<file path="config.mk">
export PLATFORM = sky130hd
export DESIGN_NAME = fsc_regs
export DESIGN_NICKNAME = d
export VERILOG_FILES = /design/src/logic/fsc_pkg.sv /design/src/logic/fsc_regs.sv
export VERILOG_INCLUDE_DIRS = /design/src /design/src/logic
export SDC_FILE = /design/constraint.sdc
export NUM_CORES = 1
export LEC_CHECK = 0
export BUFFER_PORTS_ARGS = -buffer_cell sky130_fd_sc_hd__buf_4
export CELL_PAD_IN_SITES_DETAIL_PLACEMENT = 0
export CELL_PAD_IN_SITES_GLOBAL_PLACEMENT = 1
export CORE_MARGIN = 1
export CORE_UTILIZATION = 25
export DETAILED_ROUTE_END_ITERATION = 10
export HOLD_SLACK_MARGIN = 0.08
export PLACE_DENSITY_LB_ADDON = 0.1
export SYNTH_ARGS = -nofsm -noshare
export SYNTH_HDL_FRONTEND = slang
export SYNTH_SLANG_ARGS = --single-unit
</file>
<file path="constraint.sdc">
create_clock -name CLK -period 1.38 [get_ports CLK]
set_clock_uncertainty 0.05 [all_clocks]
set_input_delay 0.138 -clock CLK [delete_from_list [all_inputs] [get_ports CLK]]
set_output_delay 0.138 -clock CLK [all_outputs]
set_load 0.03 [all_outputs]
</file>
<file path="src/logic/fsc_map.svh">
// Register offsets, field positions, reset values and constants of the flash config block
`ifndef FSC_MAP_SVH
`define FSC_MAP_SVH

// ==========================================================================
// Register indices (byte address is four times the index)
`define FSC_IDX_SEC        6'h01
`define FSC_IDX_CMD_IX     6'h02
`define FSC_IDX_ECC_IX     6'h03
`define FSC_IDX_CFG        6'h04
`define FSC_IDX_ERR_CFG    6'h05
`define FSC_IDX_STAT       6'h06
`define FSC_IDX_IRQ_STAT   6'h08
`define FSC_IDX_IRQ_CLR    6'h09

// ==========================================================================
// Field positions
`define FSC_BACKDOOR_KEY_ENABLE_HI       7
`define FSC_BACKDOOR_KEY_ENABLE_LO       6
`define FSC_SECF_HI        1
`define FSC_SECF_LO        0
`define FSC_CFG_CMD_DONE_IRQ_ENABLE       7
`define FSC_CFG_IGNORE_SINGLE_FAULT      4
`define FSC_CFG_FORCE_DOUBLE_FAULT       1
`define FSC_CFG_FORCE_SINGLE_FAULT       0
`define FSC_ERR_DFD        1
`define FSC_ERR_SFD        0
`define FSC_IRQ_CMD        2
`define FSC_STAT_CMD_DONE  7

// ==========================================================================
// Values and reset values
`define FSC_KEY_ENABLED    2'h2
`define FSC_SEC_UNSECURED  2'h2
`define FSC_SEC_ALL_ONES   8'hff
`define FSC_IX_RESET       3'h0
`define FSC_SEC_BYTE_ADDR  23'h7fff0f

`endif

</file>
<file path="src/logic/fsc_pkg.sv">
// Types of the flash security and configuration register block
package fsc_pkg;

    // ======================================================================
    // Reset-sequence states
    typedef enum logic [0:0] {
        FSC_ST_FETCH = 1'b0,
        FSC_ST_READY = 1'b1
    } fsc_state_t;

    // ======================================================================
    // Configuration bits
    typedef struct packed {
        logic cmd_done_irq_enable;
        logic ignore_single_fault;
        logic force_double_fault;
        logic force_single_fault;
    } fsc_cfg_t;

    // ======================================================================
    // Whole block state
    typedef struct packed {
        fsc_state_t  st;
        logic [7:0]  sec;
        logic [2:0]  cmd_ix;
        logic [2:0]  ecc_ix;
        fsc_cfg_t    cfg;
        logic        double_fault_irq_enable;
        logic        single_fault_irq_enable;
        logic        cmd_done;
        logic        dfd_flag;
        logic        sfd_flag;
        logic        launch;
        logic        ecc_upd;
        logic [31:0] prdata;
        logic        pslverr;
    } fsc_regs_t;

endpackage : fsc_pkg

</file>
<file path="src/logic/fsc_regs.sv">
// Flash security, index and configuration registers with APB slave and interrupt
//
// Functional notes
// - Security register is fully readable; software writes to it are ignored.
// - At reset the security register loads the security byte from flash.
// - Double-bit fault on that load sets every security bit to one.
// - Backdoor key access enabled only when bits 7:6 hold 10.
// - Security field bits 1:0 mean unsecured only for 10.
// - Backdoor unsecure forces the security field to 10.
// - Command index bits 2:0 select command word; other bits read zero.
// - ECC index bits 2:0 select ECC result word; other bits read zero.
// - Command-complete flag raises interrupt only while its enable is one.
// - Ignore-single-fault suppresses single fault flag and its interrupt.
// - Force-double makes every array read set the double fault flag.
// - Under forced double, ECC results update only on a real double fault; here a real single fault also updates them unless ignore-single-fault is one.
// - Force-single makes every array read set the single fault flag while ignore-single-fault is zero.
// - Under forced single, ECC results update only on a real single fault; here a real double fault also updates them.
// - Only enable, ignore and force bits of config are writable.
// - Command-complete flag is zero while busy; writing one launches.
// - Fault flags raise interrupt while their enable bits are one.
//
// Decided for this implementation: the APB slave port.
`timescale 1ns/1ps
`include "fsc_map.svh"

module fsc_regs (
    input  wire logic        CLK,
    input  wire logic        RSTN,
    // APB slave
    input  wire logic        PSEL,
    input  wire logic        PENABLE,
    input  wire logic        PWRITE,
    input  wire logic [7:0]  PADDR,
    input  wire logic [31:0] PWDATA,
    output logic      [31:0] PRDATA,
    output logic             PREADY,
    output logic             PSLVERR,
    // Security byte fetch during reset sequence
    output logic             NVM_REQ,
    output logic      [22:0] NVM_ADDR,
    input  wire logic        NVM_ACK,
    input  wire logic [7:0]  NVM_DATA,
    input  wire logic        NVM_DBE,
    input  wire logic        BACKDOOR_UNSEC,
    output logic             SECURED,
    output logic             BACKDOOR_EN,
    // Command sequencer
    output logic             CMD_LAUNCH,
    input  wire logic        CMD_DONE,
    output logic      [2:0]  CMD_INDEX,
    // Array read path with ECC checker
    input  wire logic        RD_VALID,
    input  wire logic        RD_SBE,
    input  wire logic        RD_DBE,
    output logic             ECC_UPDATE,
    output logic      [2:0]  ECC_INDEX,
    // Interrupt
    output logic             IRQ
);

    // ======================================================================
    // Helper functions

    // Register index from a byte address
    function automatic logic [5:0] reg_index(input logic [7:0] addr);
        reg_index = addr[7:2];
    endfunction : reg_index

    // Whether an index hits an implemented register
    function automatic logic is_mapped(input logic [5:0] ix);
        is_mapped = (ix == `FSC_IDX_SEC)     || (ix == `FSC_IDX_CMD_IX)  ||
                    (ix == `FSC_IDX_ECC_IX)  || (ix == `FSC_IDX_CFG)     ||
                    (ix == `FSC_IDX_ERR_CFG) || (ix == `FSC_IDX_STAT)    ||
                    (ix == `FSC_IDX_IRQ_STAT) || (ix == `FSC_IDX_IRQ_CLR);
    endfunction : is_mapped

    // Sticky event bits in interrupt layout
    function automatic logic [2:0] irq_status(input fsc_pkg::fsc_regs_t s);
        irq_status = {s.cmd_done, s.dfd_flag, s.sfd_flag};
    endfunction : irq_status

    // Enable bits in interrupt layout
    function automatic logic [2:0] irq_enable(input fsc_pkg::fsc_regs_t s);
        irq_enable = {s.cfg.cmd_done_irq_enable, s.double_fault_irq_enable, s.single_fault_irq_enable};
    endfunction : irq_enable

    // Read data mux
    function automatic logic [31:0] read_word(input logic [5:0] ix,
                                              input fsc_pkg::fsc_regs_t s);
        logic [31:0] w;
        w = 32'h0;
        unique case (ix)
            `FSC_IDX_SEC:      w[7:0] = s.sec;
            `FSC_IDX_CMD_IX:   w[2:0] = s.cmd_ix;
            `FSC_IDX_ECC_IX:   w[2:0] = s.ecc_ix;
            `FSC_IDX_CFG: begin
                w[`FSC_CFG_CMD_DONE_IRQ_ENABLE]  = s.cfg.cmd_done_irq_enable;
                w[`FSC_CFG_IGNORE_SINGLE_FAULT] = s.cfg.ignore_single_fault;
                w[`FSC_CFG_FORCE_DOUBLE_FAULT]  = s.cfg.force_double_fault;
                w[`FSC_CFG_FORCE_SINGLE_FAULT]  = s.cfg.force_single_fault;
            end
            `FSC_IDX_ERR_CFG:  w[2:0] = irq_enable(s);
            `FSC_IDX_STAT:     w[`FSC_STAT_CMD_DONE] = s.cmd_done;
            `FSC_IDX_IRQ_STAT: w[2:0] = irq_status(s);
            default:           w = 32'h0;
        endcase
        read_word = w;
    endfunction : read_word

    // ======================================================================
    // State

    fsc_pkg::fsc_regs_t regs_r;
    fsc_pkg::fsc_regs_t regs_nxt;

    logic [5:0] acc_ix;
    logic       setup_ph;
    logic       wr_acc;
    logic       ev_dfd;
    logic       ev_sfd;
    logic       upd_dbl;
    logic       upd_sgl;

    // Access decode
    assign acc_ix   = reg_index(PADDR);
    assign setup_ph = PSEL && !PENABLE;
    assign wr_acc   = PSEL && PENABLE && PWRITE;

    // Fault events from the array read path
    assign ev_dfd = RD_VALID && (RD_DBE || regs_r.cfg.force_double_fault);
    assign ev_sfd = RD_VALID && !regs_r.cfg.ignore_single_fault && (RD_SBE || regs_r.cfg.force_single_fault);

    // Result update: a forced fault kind updates only when real
    assign upd_dbl = RD_DBE;
    assign upd_sgl = RD_SBE && !regs_r.cfg.ignore_single_fault;

    // ======================================================================
    // Next-state logic
    always_comb begin
        regs_nxt         = regs_r;
        regs_nxt.launch  = 1'b0;
        regs_nxt.ecc_upd = 1'b0;

        // Reset sequence: load security byte once
        unique case (regs_r.st)
            fsc_pkg::FSC_ST_FETCH: begin
                if (NVM_ACK) begin
                    regs_nxt.sec      = NVM_DBE ? `FSC_SEC_ALL_ONES : NVM_DATA;
                    regs_nxt.st       = fsc_pkg::FSC_ST_READY;
                    regs_nxt.cmd_done = 1'b1;
                end
            end
            fsc_pkg::FSC_ST_READY: begin
            end
        endcase

        // Backdoor unsecure overrides loaded field
        if (BACKDOOR_UNSEC && regs_r.st == fsc_pkg::FSC_ST_READY) begin
            regs_nxt.sec[`FSC_SECF_HI:`FSC_SECF_LO] = `FSC_SEC_UNSECURED;
        end

        // Register writes, taken at the access edge
        if (wr_acc) begin
            unique case (acc_ix)
                `FSC_IDX_CMD_IX:  regs_nxt.cmd_ix = PWDATA[2:0];
                `FSC_IDX_ECC_IX:  regs_nxt.ecc_ix = PWDATA[2:0];
                `FSC_IDX_CFG: begin
                    regs_nxt.cfg.cmd_done_irq_enable  = PWDATA[`FSC_CFG_CMD_DONE_IRQ_ENABLE];
                    regs_nxt.cfg.ignore_single_fault = PWDATA[`FSC_CFG_IGNORE_SINGLE_FAULT];
                    regs_nxt.cfg.force_double_fault  = PWDATA[`FSC_CFG_FORCE_DOUBLE_FAULT];
                    regs_nxt.cfg.force_single_fault  = PWDATA[`FSC_CFG_FORCE_SINGLE_FAULT];
                end
                `FSC_IDX_ERR_CFG: begin
                    regs_nxt.cfg.cmd_done_irq_enable = PWDATA[`FSC_IRQ_CMD];
                    regs_nxt.double_fault_irq_enable    = PWDATA[`FSC_ERR_DFD];
                    regs_nxt.single_fault_irq_enable    = PWDATA[`FSC_ERR_SFD];
                end
                `FSC_IDX_STAT: begin
                    if (PWDATA[`FSC_STAT_CMD_DONE] && regs_r.cmd_done &&
                        regs_r.st == fsc_pkg::FSC_ST_READY) begin
                        regs_nxt.cmd_done = 1'b0;
                        regs_nxt.launch   = 1'b1;
                    end
                end
                `FSC_IDX_IRQ_CLR: begin
                    if (PWDATA[`FSC_ERR_DFD]) begin
                        regs_nxt.dfd_flag = 1'b0;
                    end
                    if (PWDATA[`FSC_ERR_SFD]) begin
                        regs_nxt.sfd_flag = 1'b0;
                    end
                end
                default: begin
                    // Security register and unmapped words ignore writes
                end
            endcase
        end

        // Hardware sets win over software clears
        if (CMD_DONE && regs_r.st == fsc_pkg::FSC_ST_READY) begin
            regs_nxt.cmd_done = 1'b1;
        end
        if (ev_dfd) begin
            regs_nxt.dfd_flag = 1'b1;
        end
        if (ev_sfd) begin
            regs_nxt.sfd_flag = 1'b1;
        end

        // ECC result capture strobe
        if (RD_VALID && (upd_dbl || upd_sgl)) begin
            regs_nxt.ecc_upd = 1'b1;
        end

        // Read data and error captured in the setup phase
        if (setup_ph) begin
            regs_nxt.prdata  = PWRITE ? 32'h0 : read_word(acc_ix, regs_r);
            regs_nxt.pslverr = !is_mapped(acc_ix);
        end
    end

    // ======================================================================
    // State register
    always_ff @(posedge CLK or negedge RSTN) begin
        if (!RSTN) begin
            regs_r          <= '0;
            regs_r.st       <= fsc_pkg::FSC_ST_FETCH;
            regs_r.sec      <= `FSC_SEC_ALL_ONES;
            regs_r.cmd_ix   <= `FSC_IX_RESET;
            regs_r.ecc_ix   <= `FSC_IX_RESET;
        end else begin
            regs_r <= regs_nxt;
        end
    end

    // ======================================================================
    // Outputs

    // APB answers in the first access cycle
    assign PREADY  = 1'b1;
    assign PRDATA  = regs_r.prdata;
    assign PSLVERR = regs_r.pslverr;

    // Security fetch request
    assign NVM_REQ  = (regs_r.st == fsc_pkg::FSC_ST_FETCH);
    assign NVM_ADDR = `FSC_SEC_BYTE_ADDR;

    // Security decode
    assign SECURED     = (regs_r.sec[`FSC_SECF_HI:`FSC_SECF_LO] != `FSC_SEC_UNSECURED);
    assign BACKDOOR_EN = (regs_r.sec[`FSC_BACKDOOR_KEY_ENABLE_HI:`FSC_BACKDOOR_KEY_ENABLE_LO] == `FSC_KEY_ENABLED);

    // Sequencer and result path
    assign CMD_LAUNCH = regs_r.launch;
    assign CMD_INDEX  = regs_r.cmd_ix;
    assign ECC_UPDATE = regs_r.ecc_upd;
    assign ECC_INDEX  = regs_r.ecc_ix;

    // Level interrupt from enabled sticky bits
    assign IRQ = |(irq_status(regs_r) & irq_enable(regs_r));

endmodule : fsc_regs

</file>
[Word level (Yosys, flattened, before mapping)]
Index checks and enable logic that the tools add are counted.
Cells by class
  equal/unequal tests: 11
  mux-type cells: 26
  bitwise operators: 2
  reduce and logical (&&, ||, !) cells: 43
Operators with widths (count)
  == test 6 x 3 -> 1 bit, second input constant: 3
  two-way mux 9 bit: 2
  two-way mux 8 bit: 2
  nonzero test 2 bit: 8
  AND reduction 2 bit: 7
  two-way mux 1 bit: 13
  == test 6 x 2 -> 1 bit, second input constant: 2
  == test 6 x 4 -> 1 bit, second input constant: 2
  logical AND 1 bit: 12
  one-hot mux 2 bit (6 select lines): 1
  logical OR 1 bit: 10
  == test 6 x 1 -> 1 bit, second input constant: 1
  two-way mux 2 bit: 3
  AND reduction 3 bit: 2
  one-hot mux 1 bit (5 select lines): 1
  two-way mux 4 bit: 1
  one-hot mux 1 bit (2 select lines): 2
  AND 3 bit: 1
  logical NOT 1 bit: 3
  one-hot mux 1 bit (3 select lines): 1
  OR reduction 3 bit: 1
  == test 2 bit, second input constant: 1
  inequality test 2 x 1 -> 1 bit, second input constant: 1
  inequality test 2 bit, second input constant: 1
  NOT 1 bit: 1
Word-level totals
  register bits: 59
  input port bits: 60
  output and inout bits: 69
  logic and storage cells: 100

[Depth between registers and ports, before layout]
Gate-level depths: netlist of the first run.
  depth in word-level cells: 9
  gate-level depth with buffers: 5
  gate-level depth less buffers: 4

[Worst setup path after synthesis of the first run]
No wires, ideal clock.
  path kind: input to register
  start point: input PADDR[3]
  end point: register regs_r, in the netlist ECC_INDEX[0]
  library setup time: 0.125 ns
  arrival: 1.106 ns
  required time: 1.205 ns
  setup slack: 0.099 ns
  stages: 4
  buffers on the path: 1
  cell sequence: buf_2 nand3_2 or3_4 mux2_4
Between the ends
  cells in the longest elaborated chain, start to end: 2
RTL lines
  from (decl): RTL line fsc_regs.sv:33  | input wire logic [7:0] PADDR,
  == test 6 x 2 -> 1 bit: RTL line fsc_regs.sv:164  | unique case (acc_ix)
  AND reduction 2 bit (no source line)
  to (signal assigned): RTL line fsc_regs.sv:232  | regs_r <= regs_nxt;
  to (decl): RTL line fsc_regs.sv:113  | fsc_pkg::fsc_regs_t regs_r;
Every way passes these cells.
A chain may end at the register's enable or synchronous reset.

[Worst setup path after layout of the first run]
  start point: register regs_r[37] (netlist name)
  end point: output IRQ
Between the ends
  cells in the longest elaborated chain, start to end: 2
RTL lines
  AND 3 bit: RTL line fsc_regs.sv:259  | assign IRQ = |(irq_status(regs_r) & irq_enable(regs_r));
  OR reduction 3 bit: RTL line fsc_regs.sv:259
  to (decl): RTL line fsc_regs.sv:58  | output logic IRQ
Every way passes these cells.

==> results of run 1 <==
==> registers in the layout (all words and copies together) (netlist names) <==
name	flops
CMD_INDEX	3
CMD_LAUNCH	1
ECC_INDEX	3
ECC_UPDATE	1
PRDATA	8
PSLVERR	1
regs_r	18
==> worst max-delay path: cells and delay by family, from the launching register on <==
family                 cells  cell delay (ns)
AOI/OAI and AO/OA          1             0.41
buffers and inverters      2             0.24
DFF                        1             0.40
==> repair_timing <==
item,in CTS,in global routing
cloned,0,0
hold buffers,15,0
endpoints found under the hold margin,44,0
setup buffers,2,0
setup endpoints to repair,1,2
resized for setup,1,2
pin swaps,1,0
==> per-layer routing <==
layer	global-route usage (%)	vias to the layer above	routed length (microns)	part of all wire, %
met5	0	-	0	0
met4	3.05	0	53	0.97
met3	2.59	5	217	4.0
met2	20.8	54	2680	49
met1	14.8	780	2490	46
li1	-	819	-	-
==> final cells by class <==
class	instances	area, sq um
clock inverter	1	5.00
multi-input combinational	168	1060
sequential	35	886
tap	108	135
fill	930	5910
inverter	3	11.3
clock buffer	7	76.3
timing repair buffer	84	676
==> Yosys cell counts, drive strengths merged (4+ instances only) <==
library cell,count
nand2b,4
dfstp,8
nor3,5
dfrtp,27
mux2,14
buf,66
mux2i,5
nor2,15
o21ai,14
nand2,16
==> power by group through the flow <==
stage / logic (mW) / clock network (mW) / registers (mW)
3_5_place_dp: 0.578 / 0 / 1.15
3_3_place_gp: 0.578 / 0 / 1.15
6_report: 0.619 / 0.723 / 1.13
5_1_grt: 0.669 / 0.797 / 1.14
4_1_cts: 0.621 / 0.759 / 1.13
2_1_floorplan: 0.489 / 0 / 1.14
==> worst paths after layout <==
path | startpoint | to | slack [ns] | cells past startpoint
max | regs_r[37]$_DFF_PN0_ | IRQ | -0.15 | 3
min | NVM_DATA[2] | regs_r[52]$_DFFE_PN1P_ | 0.08 | 3
max reg2reg | regs_r[37]$_DFF_PN0_ | PRDATA[7]$_DFFE_PN0P_ | 0.07 | 4
min reg2reg | regs_r[55]$_DFFE_PN1P_ | regs_r[55]$_DFFE_PN1P_ | 0.43 | 2
max in group asynchronous | RSTN | regs_r[55]$_DFFE_PN1P_ | 0.61 | 2
min in group asynchronous | RSTN | ECC_INDEX[1]$_DFFE_PN0P_ | 0.30 | 2
==> metrics by stage <==
stage,cells,cell area [sq um]
final,406,2850
after global placement,381,2600
after CTS,406,2850
after global routing,406,2850
after floorplan,274,2450
after detailed placement,381,2600
==> kinds of logic after synthesis <==
logic type,count (synthesis),share of synthesized area [%]
flops,35,38.9
compound gates,38,11.8
other cells,2,0.329
buf+inv,71,22.1
simple gates,63,16.8
mux,19,10.1
==> impl_results.md, run 1 <==
* Final Util at 32.6%
* Power share of the sequential group at 45.7%
* Failing checks: setup timing
* Ranking of synthesized cells by area: dfrtp_1, buf_4, dfstp_2
* Largest net degree at the start of global routing at 36
* DR vias/cell at 4.08
* Pre-antenna DRT Iters at 4
* CTS Buf Count at 5
* Ys Warns at 0
* Critical Path AT at 1.34 ns
* Psw at 0.800 mW
* Slowest cell on crit path: a222oi_1
* N_diodes at 0
* Number of cell rows at 34
* Most frequent cells in the layout: buf_4, conb_1, dfrtp_1
* Worst-path fanout max at 2
* First-pass GRT wire length at 8.81 mm
* Setup violations, final at 1
* Area leader, netlist: dfrtp_1
* Max Freq at 0.654 GHz
* Final hold violation count at 0
* Die Span Y at 97.5 microns
* Flops & latches, synth at 35
* Kind of critical path: flip-flop to output port
* Initial detailed-routing violation count at 58
* Final period util at 111%
* Post-synth EDFFs at 0
* Pins Over Slew Limit at 0
* DIE AREA at 0.00950 sq mm
* RSZ-0062 raised after global routing: true
* Vias at 1658
* Clock power share at 29.3%
* I/O pins at 129
* Critical Path RT at 1.19 ns
* Asr flop ratio synth at 100%
* Post-layout min period at 1.53 ns
* Final setup TNS at -0.149 ns
* Lkg Pwr at 1.38 nW
* Clk_lat worst skew at 0.28 ns
* Final ANT Viol Nets at 0
* Overall die width at 97.5 microns
* # H-tree levels at 2
* CTS tree: built
* Maximum ir drop on the vdd rail at 0.316 mV
* Post-synth cell types at 50
* Routability Congestion at 0.745
* Sequential-to-total area share from yosys stat at 38.9%
* Clk slew on worst S/H paths at 0.07 ns
* Cells after synthesis at 228
* Critical Path End Type: output port
* Hold Slack at 0.0785 ns
* Area delta synth->final at 25.2%
* Commonest non-fill, non-tap cell in the layout: buf_4
* CP Launch Type: flip-flop
* Hpwl dp at 4.21 mm
* Total track usage at 11.9%
* Yosys top cell area share at 29.6%
* Number of sinks on the clock net at 35
* Core box area at 0.00876 sq mm
* Drt total wl at 5.45 mm
* Switching share of total power at 32.4%
* Internal power at 1.67 mW
* Layout net count at 357
* DRC at 0
* Max-Cap Viols at 0
* DR WL/cell at 13.4 microns
* Type of the most critical hold path: primary input to flip-flop
* Combinational share of power at 25.1%
* Post-Place Setup Slack at -0.111 ns
* Mapped Area at 0.00228 sq mm
* Vias in the first global route at 1668
* Initial antenna violation count at 0
* CP max stage delay at 0.41 ns
* Clock buffer depth at 2
* Mean Syn Cell Area at 10.0 sq um
* Power per cell area at 865 mW/mm^2
* Port Buf Inserts at 51
* Grt total ovfl at 0
* Crit path cell chain: a222oi_1, inv_1, buf_6
* Status: complete, but fails checks
* Root Buffer: clkbuf_8
* Final setup margin at -0.149 ns
* Initial Util at 26.0%
* Final Total Pwr at 2.47 mW
* Layout cells sized above 1 at 36.6%
* Ys flop type: dfrtp_1
Power figures use the tool's default switching activity.
==> run 2, diff against run 1 <==
Settings changed: CORE_UTILIZATION 25 to 32, GPL_TIMING_DRIVEN set to 0.
==> run 2 against run 1 <==
Effect of this change:
- worst hold slack improved by 0.0090 ns
- global-route usage is 1.4 points higher
- highest routed layer unchanged
- fmax fell by 0.44%
- critical endpoint unchanged
- largest power group unchanged
- wire length decreased by 7.7%
- the run still ends with setup timing left
- critical path type unchanged
- power increased by 3.9%
==> impl_results.md, run 2 (same netlist as run 1, synthesis figures left out) <==
* Vias in the first global route at 1554
* Type of the most critical hold path: primary input to flip-flop
* # H-tree levels at 2
* Total track usage at 13.3%
* Commonest non-fill, non-tap cell in the layout: buf_4
* Fillers at 714
* Final hold violation count at 0
* DIE AREA at 0.00747 sq mm
* Core box area at 0.00683 sq mm
* Final setup margin at -0.155 ns
* Post-layout min period at 1.54 ns
* Placed Cells incl. Taps at 420
* Critical Path AT at 1.35 ns
* Worst-path fanout max at 3
* Clock buffer depth at 2
* Critical Path RT at 1.19 ns
* Max Freq at 0.651 GHz
* Final period util at 111%
* Routability Congestion at 0.746
* Layout net count at 410
* Design Area, Final at 0.00322 sq mm
* Max-Cap Viols at 0
* Initial detailed-routing violation count at 68
* Area delta synth->final at 41.1%
* Post-Place Setup Slack at -0.163 ns
* Max reg flops at 18
* Final setup TNS at -0.155 ns
* Lkg Pwr at 1.64 nW
* Clk slew on worst S/H paths at 0.07 ns
* Most frequent cells in the layout: buf_4, conb_1, dfrtp_1
* CP Launch Type: flip-flop
* Hold Slack at 0.0875 ns
* DR vias/cell at 4.10
* Pre-antenna DRT Iters at 4
* Largest net degree at the start of global routing at 36
* CTS tree: built
* Hpwl dp at 3.84 mm
* Finished Layout Cells at 447
* Die Span Y at 86.4 microns
* Failing checks: setup timing
* Drt total wl at 5.03 mm
* Vias at 1834
* Root Buffer: clkbuf_8
* Number of cell rows at 30
* Area of the multi-input gates at 0.00106 sq mm
* Kind of critical path: flip-flop to output port
* First-pass GRT wire length at 7.62 mm
* Status: complete, but fails checks
* DR WL/cell at 11.2 microns
* Grt total ovfl at 0
* DRC at 0
* Critical Path End Type: output port
* Pins Over Slew Limit at 0
* Initial antenna violation count at 0
* Reg area at 887 sq um
* RSZ-0062 raised after global routing: true
* Clk_lat worst skew at 0.28 ns
* I/O pins at 129
* N_diodes at 0
* Final ANT Viol Nets at 0
* Setup violations, final at 1
* Maximum ir drop on the vdd rail at 0.328 mV
* Placed inst area at 0.00295 sq mm
* CTS Buf Count at 5
* Layout cells sized above 1 at 45.9%
* Initial Util at 33.4%
* Number of sinks on the clock net at 35
* Port Buf Inserts at 50
* Power per cell area at 798 mW/mm^2
* Largest Register: regs_r
* Overall die width at 86.4 microns
[run 2: layer usage]
metal	vias to the layer above	track usage, %	wire (microns)	part of all wire (%)
li1	921	-	-	-
met1	843	18.4	2320	46
met2	65	21.0	2350	47
met3	5	2.86	288	5.7
met4	0	4.09	61	1.2
met5	-	0	0	0
[run 2: timing repair]
action,4_1_cts,5_1_grt
buffers inserted,1,3
resized for setup,2,2
hold buffers,15,0
cloned,0,0
hold endpoints to repair,45,0
pin swaps,1,1
setup endpoints to repair,1,8
[run 2: report_power, final]
group	switching [mW]	total [mW]	internal (mW)	leakage (nW)
sequential	0.0349	1.13	1.09	0.428
combinational	0.411	0.726	0.316	1.17
clock	0.359	0.714	0.354	0.0422
total	0.805	2.57	1.76	1.64
[run 2: layout make-up]
cell class,instances,area share [%]
clock inverters,1,0.156
clock buffers,7,2.37
repair buffers,69,17.4
multi-input cells,168,33.0
well taps,96,3.74
flip-flops and latches,35,27.6
inverters,3,0.350
plain buffers,68,15.4
[run 2: path summary, 6_finish.rpt]
path	startpoint	endpoint	slack [ns]	cells after the start
min in group asynchronous	RSTN	PRDATA[5]$_DFFE_PN0P_	0.29	2
worst min register to register	regs_r[55]$_DFFE_PN1P_	regs_r[55]$_DFFE_PN1P_	0.43	2
worst min-delay path	NVM_DATA[4]	regs_r[54]$_DFFE_PN1P_	0.09	3
max in group asynchronous	RSTN	regs_r[51]$_DFFE_PN1P_	0.64	2
worst max-delay path	regs_r[43]$_DFFE_PN0P_	IRQ	-0.16	3
worst max register to register	regs_r[42]$_DFFE_PN0P_	ECC_UPDATE$_DFF_PN0_	0.06	3
[run 2: through the flow]
step / total power, mW / util, %
3_3_place_gp: 1.82 / 43.2
6_report: 2.57 / 47.1
4_1_cts: 2.59 / 46.7
2_1_floorplan: 1.63 / -
3_5_place_dp: 1.83 / 43.2
5_1_grt: 2.69 / 47.1
[run 2: worst max-delay path, cell delays in order (launching register included)]
cell      delay (ns)
dfrtp_1         0.40
a222oi_1        0.41
inv_1           0.10
buf_6           0.15
==> run 3, diff against run 2 <==
Settings changed: CORE_ASPECT_RATIO set to 1.25.
==> run 3 against run 2 <==
Effect of this change:
- the flow finishes with violations (DRC, setup timing)
- worst setup slack gained 0.056 ns
- sequential power about the same
- critical path type unchanged
- clock power shrank 0.6%
- count of clock-buffer cells in the layout rose by 1
==> impl_results.md, run 3 (same netlist as run 1, synthesis figures left out) <==
* Finished Layout Cells at 442
* Lkg Pwr at 1.64 nW
* DR WL/cell at 11.6 microns
* Final Util at 46.4%
* Core box area at 0.00693 sq mm
* Layout net count at 411
* CTS Buf Count at 5
* Commonest non-fill, non-tap cell in the layout: buf_4
* Largest net degree at the start of global routing at 36
* Hpwl dp at 3.93 mm
* DR vias/cell at 4.16
* Power per cell area at 797 mW/mm^2
* Layout cells sized above 1 at 44.9%
* Setup violations, final at 1
* Placed Cells incl. Taps at 414
* Vias in the first global route at 1694
* # H-tree levels at 2
* Status: complete, but fails checks
* Final setup margin at -0.0995 ns
* Largest Register: regs_r
* Critical Path End Type: output port
* Design Area, Final at 0.00322 sq mm
* Overall die width at 77.5 microns
* Max Freq at 0.676 GHz
* Failing checks: DRC, setup timing
* Number of sinks on the clock net at 35
* Most frequent cells in the layout: buf_4, conb_1, dfrtp_1
* Maximum ir drop on the vdd rail at 0.386 mV
* Post-layout min period at 1.48 ns
* Type of the most critical hold path: primary input to flip-flop
* Number of cell rows at 34
* Initial Util at 32.9%
* RSZ-0062 raised after global routing: true
* Total track usage at 14.1%
* CP Launch Type: flip-flop
* First-pass GRT wire length at 8.09 mm
* DRC at 1
* Final period util at 107%
* Port Buf Inserts at 50
* Initial antenna violation count at 0
* Post-Place Setup Slack at -0.140 ns
* Placed inst area at 0.00294 sq mm
* Clk slew on worst S/H paths at 0.06 ns
* Clk_lat worst skew at 0.29 ns
* Initial detailed-routing violation count at 69
* Kind of critical path: flip-flop to output port
* Final ANT Viol Nets at 0
* Max reg flops at 18
* DIE AREA at 0.00747 sq mm
* Worst-path fanout max at 2
* Critical Path AT at 1.29 ns
* Clock buffer depth at 2
* Grt total ovfl at 0
* CTS tree: built
* Pre-antenna DRT Iters at 7
* N_diodes at 0
* Critical Path RT at 1.19 ns
* Final hold violation count at 0
* Area delta synth->final at 41.2%
* Routability Congestion at 0.766
* I/O pins at 129
* Drt total wl at 5.13 mm
* Max-Cap Viols at 0
* Die Span Y at 96.4 microns
* Root Buffer: clkbuf_8
* Pins Over Slew Limit at 0
* Vias at 1838
run 3: path summary, 6_finish.rpt:
path	start	end	slack, ns	cells past startpoint
max in group asynchronous	RSTN	regs_r[52]$_DFFE_PN1P_	0.63	2
hold / removal	PWRITE	PRDATA[2]$_DFFE_PN0P_	0.10	3
setup reg to reg	regs_r[37]$_DFF_PN0_	PRDATA[7]$_DFFE_PN0P_	0.07	4
setup / recovery	regs_r[37]$_DFF_PN0_	IRQ	-0.1	3
min in group asynchronous	RSTN	CMD_INDEX[1]$_DFFE_PN0P_	0.29	2
hold reg to reg	regs_r[53]$_DFFE_PN1P_	regs_r[53]$_DFFE_PN1P_	0.43	2
run 3: final cells by class:
type                       count  area (sq um)
inverter                       3          11.3
timing repair buffer          70           572
multi-input combinational    168          1060
sequential                    35           886
clock buffer                   8          80.1
tap                           90           113
fill                         704          3720
buffer                        68           494
run 3: per-stage QoR:
step | hold slack [ns] | TNS (ns) | power [mW]
3_5_place_dp | 0.0755 | -1.66 | 1.83
3_3_place_gp | 0.0734 | -1.87 | 1.82
2_1_floorplan | -0.208 | 0 | 1.63
4_1_cts | 0.100 | -0.156 | 2.58
5_1_grt | 0.111 | -0.195 | 2.68
6_report | 0.104 | -0.0995 | 2.56
run 3: layer usage:
layer | vias to the layer above | global-route usage (%) | part of all wire [%] | wire length, microns
li1 | 930 | - | - | -
met1 | 830 | 16.4 | 42 | 2150
met2 | 67 | 25.3 | 50 | 2540
met3 | 11 | 2.56 | 5.9 | 305
met4 | 0 | 6.45 | 2.6 | 131
met5 | - | 0 | 0 | 0
run 3: critical path, stage by stage, from the launching register on:
cell and delay [ns]:
dfrtp_1 0.38, a222oi_1 0.39, inv_1 0.09, buf_6 0.15
run 3: timing repair:
| item | 4_1_cts | 5_1_grt |
|---|---|---|
| buffers inserted | 2 | 1 |
| hold endpoints to repair | 47 | 0 |
| pin swaps | 1 | 0 |
| hold buffers | 17 | 0 |
| setup endpoints to repair | 1 | 8 |
| resized for setup | 1 | 2 |
run 3: power breakdown:
part	switching (mW)	internal, mW	leakage, nW
Sequential	0.0329	1.09	0.428
Clock	0.351	0.359	0.0395
Combinational	0.413	0.316	1.17
